### src/adc_port_consts.svh
// constants for the converter read port and its host end
// Function
// - start conversion on start low with select low
// - ignore start requests while converting
// - busy low exactly while converting
// - select and read low: data always driven
// - host captures result at busy rising edge (here three edges after it; rom at the strobe)
// - narrow low start pulse starts on fall
// - narrow high start pulse: each fall starts
// - read high: data outputs released
// - host ties read to start, select low
// - busy low stalls host read cycle
// - old result shown during conversion
// - new result latched before busy rises (here on the same edge busy rises)
// - host raises strobe after busy, captures
// - rom mode: strobe starts, returns previous
// - host waits conversion end before next strobe
// - result is two's complement across range
// - internal timing within max conversion time
// - host allows acquisition time before restart
`ifndef ADC_PORT_CONSTS_SVH
`define ADC_PORT_CONSTS_SVH
`define CLK_PERIOD_NS 50
`define CONV_TIME_NS 1150
`define CONV_CYCLES ((`CONV_TIME_NS) / (`CLK_PERIOD_NS))
`define ACQ_TIME_NS 300
`define ACQ_CYCLES (((`ACQ_TIME_NS) + (`CLK_PERIOD_NS) - 1) / (`CLK_PERIOD_NS))
`define RESULT_WIDTH 14
`define FIFO_DEPTH 4
`endif

### src/adc_port_pkg.sv
// types shared by both ends of the converter read port
package adc_port_pkg;
  typedef enum logic [1:0] {
    MODE_ALWAYS_ON,
    MODE_READ_GATED,
    MODE_SLOW_MEMORY,
    MODE_ROM
  } host_mode_t;
endpackage : adc_port_pkg

### src/adc_port_if.sv
// parallel converter port joining the converter and its host
`timescale 1ns/1ns
`include "adc_port_consts.svh"
interface adc_port_if #(
  parameter int WIDTH = `RESULT_WIDTH
);
  logic conversion_start_n;
  logic chip_select_n;
  logic read_n;
  logic busy_n;
  logic [WIDTH-1:0] data_out;
  logic data_oe;

  modport converter (
    input conversion_start_n,
    input chip_select_n,
    input read_n,
    output busy_n,
    output data_out,
    output data_oe
  );
  modport host (
    output conversion_start_n,
    output chip_select_n,
    output read_n,
    input busy_n,
    input data_out,
    input data_oe
  );
endinterface : adc_port_if

### src/adc_host.sv
// host end: drives start, select and read in each mode, captures results
`timescale 1ns/1ns
`include "adc_port_consts.svh"
module adc_host
  import adc_port_pkg::*;
#(
  parameter int WIDTH = `RESULT_WIDTH,
  parameter int DEPTH = `FIFO_DEPTH,
  parameter int ACQ_CYCLES = `ACQ_CYCLES
) (
  input wire logic clock_i,
  input wire logic sys_rst_i,
  adc_port_if.host port,
  input wire host_mode_t mode_i,
  input wire logic request_i,
  output logic idle_o,
  output logic out_valid_o,
  input wire logic out_ready_i,
  output logic [WIDTH-1:0] out_data_o
);
  typedef enum logic [2:0] {
    ST_IDLE,
    ST_STROBE,
    ST_WAIT_LOW,
    ST_WAIT_HIGH,
    ST_CAPTURE,
    ST_ACQ
  } host_state_t;

  localparam int AW = $clog2(ACQ_CYCLES + 1);
  host_state_t state_q;
  logic [AW-1:0] acq_q;
  logic strobe_n_q;
  logic read_n_q;
  logic busy_n_q;
  logic cap_valid_q;
  logic [WIDTH-1:0] cap_data_q;
  logic fifo_ready;
  logic tied;

  // slow memory and rom tie read to start
  assign tied = (mode_i == MODE_SLOW_MEMORY) || (mode_i == MODE_ROM);
  assign port.chip_select_n = 1'b0;
  assign port.conversion_start_n = strobe_n_q;
  // always-on keeps read low so the outputs stay enabled
  assign port.read_n = (mode_i == MODE_ALWAYS_ON) ? 1'b0
                       : (tied ? strobe_n_q : read_n_q);
  assign idle_o = (state_q == ST_IDLE);

  ////////////////////////////////////////////////////////////////////////
  always_ff @(posedge clock_i) begin
    if (sys_rst_i) begin
      busy_n_q <= 1'b1;
    end else begin
      busy_n_q <= port.busy_n;
    end
  end

  ////////////////////////////////////////////////////////////////////////
  // sequence; new request only taken when the fifo can accept a word
  always_ff @(posedge clock_i) begin
    if (sys_rst_i) begin
      state_q <= ST_IDLE;
      strobe_n_q <= 1'b1;
      read_n_q <= 1'b1;
      acq_q <= '0;
    end else begin
      case (state_q)
        ST_IDLE: begin
          if (request_i && fifo_ready && !cap_valid_q) begin
            strobe_n_q <= 1'b0;
            read_n_q <= 1'b1;
            state_q <= ST_STROBE;
          end
        end
        ST_STROBE: begin
          // rom: previous result readable on this access, no wait
          if (mode_i != MODE_SLOW_MEMORY) begin
            strobe_n_q <= 1'b1;
          end
          state_q <= ST_WAIT_LOW;
        end
        ST_WAIT_LOW: begin
          if (!busy_n_q) begin
            state_q <= ST_WAIT_HIGH;
          end
        end
        ST_WAIT_HIGH: begin
          if (busy_n_q) begin
            // rom: new result is fetched by the next strobe, a read here would restart
            if (mode_i == MODE_ROM) begin
              acq_q <= AW'(ACQ_CYCLES);
              state_q <= ST_ACQ;
            end else begin
              read_n_q <= 1'b0;
              state_q <= ST_CAPTURE;
            end
          end
        end
        ST_CAPTURE: begin
          // tied strobe rises on the capture edge, so read is still low there
          strobe_n_q <= 1'b1;
          read_n_q <= 1'b1;
          acq_q <= AW'(ACQ_CYCLES);
          state_q <= ST_ACQ;
        end
        ST_ACQ: begin
          if (acq_q == '0) begin
            state_q <= ST_IDLE;
          end else begin
            acq_q <= acq_q - 1'b1;
          end
        end
        default: begin
          state_q <= ST_IDLE;
        end
      endcase
    end
  end

  ////////////////////////////////////////////////////////////////////////
  // capture new result once busy is back high, rom result at the strobe; held until fifo takes it
  always_ff @(posedge clock_i) begin
    if (sys_rst_i) begin
      cap_valid_q <= 1'b0;
      cap_data_q <= '0;
    end else if (state_q == ST_CAPTURE
                 || (state_q == ST_STROBE && mode_i == MODE_ROM)) begin
      cap_valid_q <= 1'b1;
      cap_data_q <= port.data_out;
    end else if (fifo_ready) begin
      cap_valid_q <= 1'b0;
    end
  end

  result_fifo #(
    .WIDTH(WIDTH),
    .DEPTH(DEPTH)
  ) u_fifo (
    .clock_i(clock_i),
    .sys_rst_i(sys_rst_i),
    .in_valid_i(cap_valid_q),
    .in_ready_o(fifo_ready),
    .in_data_i(cap_data_q),
    .out_valid_o(out_valid_o),
    .out_ready_i(out_ready_i),
    .out_data_o(out_data_o)
  );
endmodule : adc_host

### src/result_fifo.sv
// small valid/ready fifo holding captured results
`timescale 1ns/1ns
module result_fifo #(
  parameter int WIDTH = 14,
  parameter int DEPTH = 4
) (
  input wire logic clock_i,
  input wire logic sys_rst_i,
  input wire logic in_valid_i,
  output logic in_ready_o,
  input wire logic [WIDTH-1:0] in_data_i,
  output logic out_valid_o,
  input wire logic out_ready_i,
  output logic [WIDTH-1:0] out_data_o
);
  localparam int AW = (DEPTH > 1) ? $clog2(DEPTH) : 1;
  logic [WIDTH-1:0] mem_q [DEPTH];
  logic [AW-1:0] wr_q;
  logic [AW-1:0] rd_q;
  logic [AW:0] count_q;
  logic push;
  logic pop;

  assign in_ready_o = (count_q != (AW+1)'(DEPTH));
  assign out_valid_o = (count_q != '0);
  assign push = in_valid_i && in_ready_o;
  assign pop = out_valid_o && out_ready_i;
  assign out_data_o = mem_q[rd_q];

  always_ff @(posedge clock_i) begin
    if (push) begin
      mem_q[wr_q] <= in_data_i;
    end
  end

  always_ff @(posedge clock_i) begin
    if (sys_rst_i) begin
      wr_q <= '0;
      rd_q <= '0;
      count_q <= '0;
    end else begin
      if (push) begin
        wr_q <= (wr_q == AW'(DEPTH - 1)) ? '0 : wr_q + 1'b1;
      end
      if (pop) begin
        rd_q <= (rd_q == AW'(DEPTH - 1)) ? '0 : rd_q + 1'b1;
      end
      count_q <= count_q + (AW+1)'(push) - (AW+1)'(pop);
    end
  end
endmodule : result_fifo

### src/flat_wrapper.sv
// flat-port wrapper written by rule: the top's interface ports become plain ports
module adc_host_flat import adc_port_pkg::*;
#(
  parameter int WIDTH = `RESULT_WIDTH,
  parameter int DEPTH = `FIFO_DEPTH,
  parameter int ACQ_CYCLES = `ACQ_CYCLES
)
  (clock_i, sys_rst_i, mode_i, request_i, idle_o, out_valid_o, out_ready_i, out_data_o, port_conversion_start_n, port_chip_select_n, port_read_n, port_busy_n, port_data_out, port_data_oe);
  adc_port_if #(.WIDTH(WIDTH)) port_i ();
  input wire logic clock_i;
  input wire logic sys_rst_i;
  input wire host_mode_t mode_i;
  input wire logic request_i;
  output logic idle_o;
  output logic out_valid_o;
  input wire logic out_ready_i;
  output logic [WIDTH-1:0] out_data_o;
  output wire logic [$bits(port_i.conversion_start_n)-1:0] port_conversion_start_n;
  output wire logic [$bits(port_i.chip_select_n)-1:0] port_chip_select_n;
  output wire logic [$bits(port_i.read_n)-1:0] port_read_n;
  input wire logic [$bits(port_i.busy_n)-1:0] port_busy_n;
  input wire logic [$bits(port_i.data_out)-1:0] port_data_out;
  input wire logic [$bits(port_i.data_oe)-1:0] port_data_oe;
  assign port_conversion_start_n = port_i.conversion_start_n;
  assign port_chip_select_n = port_i.chip_select_n;
  assign port_read_n = port_i.read_n;
  assign port_i.busy_n = port_busy_n;
  assign port_i.data_out = port_data_out;
  assign port_i.data_oe = port_data_oe;
  adc_host #(.WIDTH(WIDTH), .DEPTH(DEPTH), .ACQ_CYCLES(ACQ_CYCLES)) u_core (.clock_i(clock_i), .sys_rst_i(sys_rst_i), .port(port_i), .mode_i(mode_i), .request_i(request_i), .idle_o(idle_o), .out_valid_o(out_valid_o), .out_ready_i(out_ready_i), .out_data_o(out_data_o));
endmodule
### config.mk
export PLATFORM = sky130hd
export DESIGN_NAME = adc_host_flat
export DESIGN_NICKNAME = d
export VERILOG_FILES = /design/src/adc_port_pkg.sv /design/src/adc_port_if.sv /design/src/adc_host.sv /design/src/result_fifo.sv /design/src/flat_wrapper.sv
export VERILOG_INCLUDE_DIRS = /design/src /design/src/src
export SDC_FILE = /design/constraint.sdc
export NUM_CORES = 1
export LEC_CHECK = 0
export BUFFER_PORTS_ARGS = -buffer_cell sky130_fd_sc_hd__buf_2
export CAP_MARGIN = 20
export CORE_ASPECT_RATIO = 0.7
export CORE_MARGIN = 2
export CORE_UTILIZATION = 53
export DETAILED_ROUTE_END_ITERATION = 6
export PLACE_DENSITY = 0.73
export SLEW_MARGIN = 30
export SYNTH_ARGS = -nofsm -noshare
export SYNTH_HDL_FRONTEND = slang
export SYNTH_SLANG_ARGS = --single-unit
### constraint.sdc
create_clock -name clock_i -period 2.7 [get_ports clock_i]
set_input_delay 0.135 -clock clock_i [delete_from_list [all_inputs] [get_ports clock_i]]
set_output_delay 0.135 -clock clock_i [all_outputs]
set_load 0.005 [all_outputs]
==> run_results.csv <==
group,metric,value,unit
outcome,status,"finished clean",
sta,slew_headroom,42.71,%
clocking,cts_setup_buffers,0,
sta,hold_viol,0,
floorplan,start_util,55.87,%
yosys,synth_flop_cell,"edfxtp_1",
pwr,pwr-share-comb,20.0,%
sta,slew_viol_final,0,
yosys,yosys.area.top_type_share,43.74,%
pwr,pwr-share-clk,28.6,%
finish,fillers,554,
pwr,power.leakage,1.496,nW
routing,wl_per_cell,18.37,µm
sta,rsz0062_at_grt,"false",
clocking,root_buffer,"clkbuf_8",
placement,dp_cells,410,
pwr,power_density,752.3,mW/mm²
routing,drtIter0Drc,172,
hold_path,hold_class,"in2reg",
global_route,grt_use_total,20.81,%
worst_setup_path,crit_type,"reg2reg",
global_route,antenna_found_initial,0,
worst_setup_path,critPathMaxFanout,7,
finish,layout.nets,359,
placement,dpl.hpwl,5099,µm
worst_setup_path,worstPathArrival,2.54,ns
worst_setup_path,cp.required,2.98,ns
placement,io_buffers,38,
sta,finClkSkew,0.01444,ns
clocking,clockBufferDepth,2,
routing,ant_nets,0,
finish,fin_cells,427,
global_route,grt_first_pass_wirelength,12370,µm
sta,fmax,443.1,MHz
yosys,ys_warn_count,0,
clocking,cts_tree,"done",
sta,period_minus_slack,2.257,ns
routing,firstDrtPassIters,5,
sta,tightest_slew,0.8593,ns
clocking,clk_pin_slew,0.09,ns
yosys,synth_top_area_cell,"edfxtp_1",
routing,totalWireLength,7843,µm
finish,drive_gt1_share,23.12,%
flow_run,drv_cap,0,
pwr,p_switching,0.0009318,W
global_route,grt_overflow,0,
floorplan,die-width,105.8,µm
yosys,ys_top_cells_by_count,"56 x edfxtp_1, 33 x dfxtp_1, 17 x a22oi_1, 15 x a31oi_1",
routing,routed-via-count,2569,
clocking,cts.sink_count,89,
yosys,synth_most_common_cell,"edfxtp_1",
yosys,synth_area,0.003845,mm²
yosys,yosys.cell_types.count,47,
routing,vias_per_cell,6.016,
yosys,synthArstFlopShare,0,%
yosys,synth_edf_count,56,
placement,gp_congestion,0.7610,
global_route,grt_pass1_vias,2433,
routing,drcViolationCount,0,
yosys,syn_nets,324,
finish,syn2layout_area_growth,11.98,%
pwr,ir_drop,0.0004678,V
clocking,cts_buffers,9,
worst_setup_path,crit_path_start_kind,"flop",
yosys,synth_area_leaders,"edfxtp_1 44%, dfxtp_1 17%, mux4_2 8.2%",
yosys,avgSynthCellArea,13.12,µm²
pwr,seqPwrFrac,51.4,%
yosys,synth_seq_area_share,60.92,%
yosys,synth-seq-cells,89,
clocking,clk_latency,0.36,ns
sta,setup_tns,0,ns
floorplan,die_h,75.26,µm
global_route,grt_max_degree,34,
floorplan,io_pins,41,
floorplan,rows,25,
pwr,sw_frac_of_total,28.77,%
clocking,cts_max_level,3,
sta,min_period_over_period,83.59,%
worst_setup_path,worst_setup_path_end_kind,"flop",
sta,setup_viol,0,
finish,antenna_cells,0,
pwr,p_int,0.002307,W
floorplan,core_area,0.006882,mm²
floorplan,die_area,0.007963,mm²
yosys,synth_cells,293,
[layer usage]
metal	routed length, µm	global-route usage [%]	vias to the layer above
li1	-	-	1189
met1	3479	27.39	1272
met2	3820	34.98	98
met3	466	5.195	10
met4	77	6.579	0
met5	0	0	-
[sequential cells by signal (all words and copies together), names as in the netlist, named ones only]
name and cells:
u_core.u_fifo.rd_q 2, u_core.acq_q 3, u_core.state_q 3, u_core.cap_valid_q 1
u_core.u_fifo.wr_q 2, u_core.u_fifo.mem_q 56, u_core.busy_n_q 1, u_core.port.conversion_start_n 1
u_core.read_n_q 1, u_core.u_fifo.count_q 3, u_core.cap_data_q 14
[power by group through the flow]
stage                     clock [W]  combinational, W  sequential (W)
after CTS                  0.000937          0.000654         0.00166
after detailed placement          0          0.000649         0.00170
after global routing       0.000994          0.000726         0.00168
after global placement            0          0.000622         0.00168
after floorplan                   0          0.000485         0.00163
final                      0.000928          0.000647         0.00166
[critical path: stages (launching register included)]
cell and delay, ns:
dfxtp_1 0.39, nor3b_1 0.48, nor2_1 0.14, xnor2_1 0.17
ha_1 0.16, inv_1 0.05, fa_1 0.37, xor2_1 0.16
and2_1 0.16, nor3_1 0.11
[path summary, 6_finish.rpt]
| check | startpoint | to | slack (ns) | cells after the start |
|---|---|---|---|---|
| max | u_core.u_fifo.count_q[1]$_SDFF_PP0_ | u_core.u_fifo.count_q[2]$_SDFF_PP0_ | 0.44 | 9 |
| min | port_data_out[8] | u_core.cap_data_q[8]$_SDFFE_PP0P_ | 0.05 | 3 |
| max reg2reg | u_core.u_fifo.count_q[1]$_SDFF_PP0_ | u_core.u_fifo.count_q[2]$_SDFF_PP0_ | 0.44 | 9 |
| min reg2reg | u_core.u_fifo.rd_q[0]$_SDFFE_PP0P_ | flop | 0.51 | 2 |
[per-stage QoR]
| stage | utilization, % | area, µm² | power [W] | hold WS, ns | setup WS [ns] |
|---|---|---|---|---|---|
| 5_1_grt | 62.56 | 4305 | 0.003400 | 0.05947 | 0.1839 |
| 3_3_place_gp | 59.49 | 4094 | 0.002306 | 0.3179 | 0.5598 |
| 2_1_floorplan | - | 3845 | 0.002118 | 0.2066 | 0.6312 |
| 4_1_cts | 62.56 | 4305 | 0.003255 | 0.03782 | 0.4106 |
| 3_5_place_dp | 59.49 | 4094 | 0.002345 | 0.3230 | 0.4479 |
| 6_report | 62.56 | 4305 | 0.003239 | 0.05347 | 0.4432 |
[cell usage in the layout, fill, tap and decap left out, types with 12 or more instances in the layout]
cell type / netlist / routed
nor2b_1: 12 / 12
buf_2: 5 / 38
a21oi_1: 12 / 12
nand2_1: 14 / 14
dfxtp_1: 33 / 33
mux4_2: 14 / 14
a22oi_1: 17 / 17
nand3_1: 14 / 14
a31oi_1: 15 / 15
edfxtp_1: 56 / 56
[cells by family after synthesis]
family	count (synthesis)	share of synthesized area, %
other	1	0.09753
and+or+nand+nor	83	12.40
AOI/OAI and AO/OA	65	11.10
buffers and inverters	28	3.189
muxes	16	8.721
xor gates and xnor gates	2	0.4557
adders and majority gates	9	3.124
DFF	89	60.92
[cell type report]
type                            instances  area (µm²)  share of cell area [%]
Clock inverter                          6       73.82                   1.715
Tap cell                               94       117.6                   2.732
Sequential cell                        89        2342                   54.40
Timing Repair Buffer                   43       230.2                   5.347
Inverter                                9       33.78                  0.7847
Multi-Input combinational cell        176        1380                   32.05
Clock buffer                           10       127.6                   2.964
[timing repair]
item | CTS | global route
hold buffers | 1 | 0
resized for setup | 0 | 0
hold endpoints to repair | 1 | 0
No activity file was read; power rests on OpenSTA's default activity.
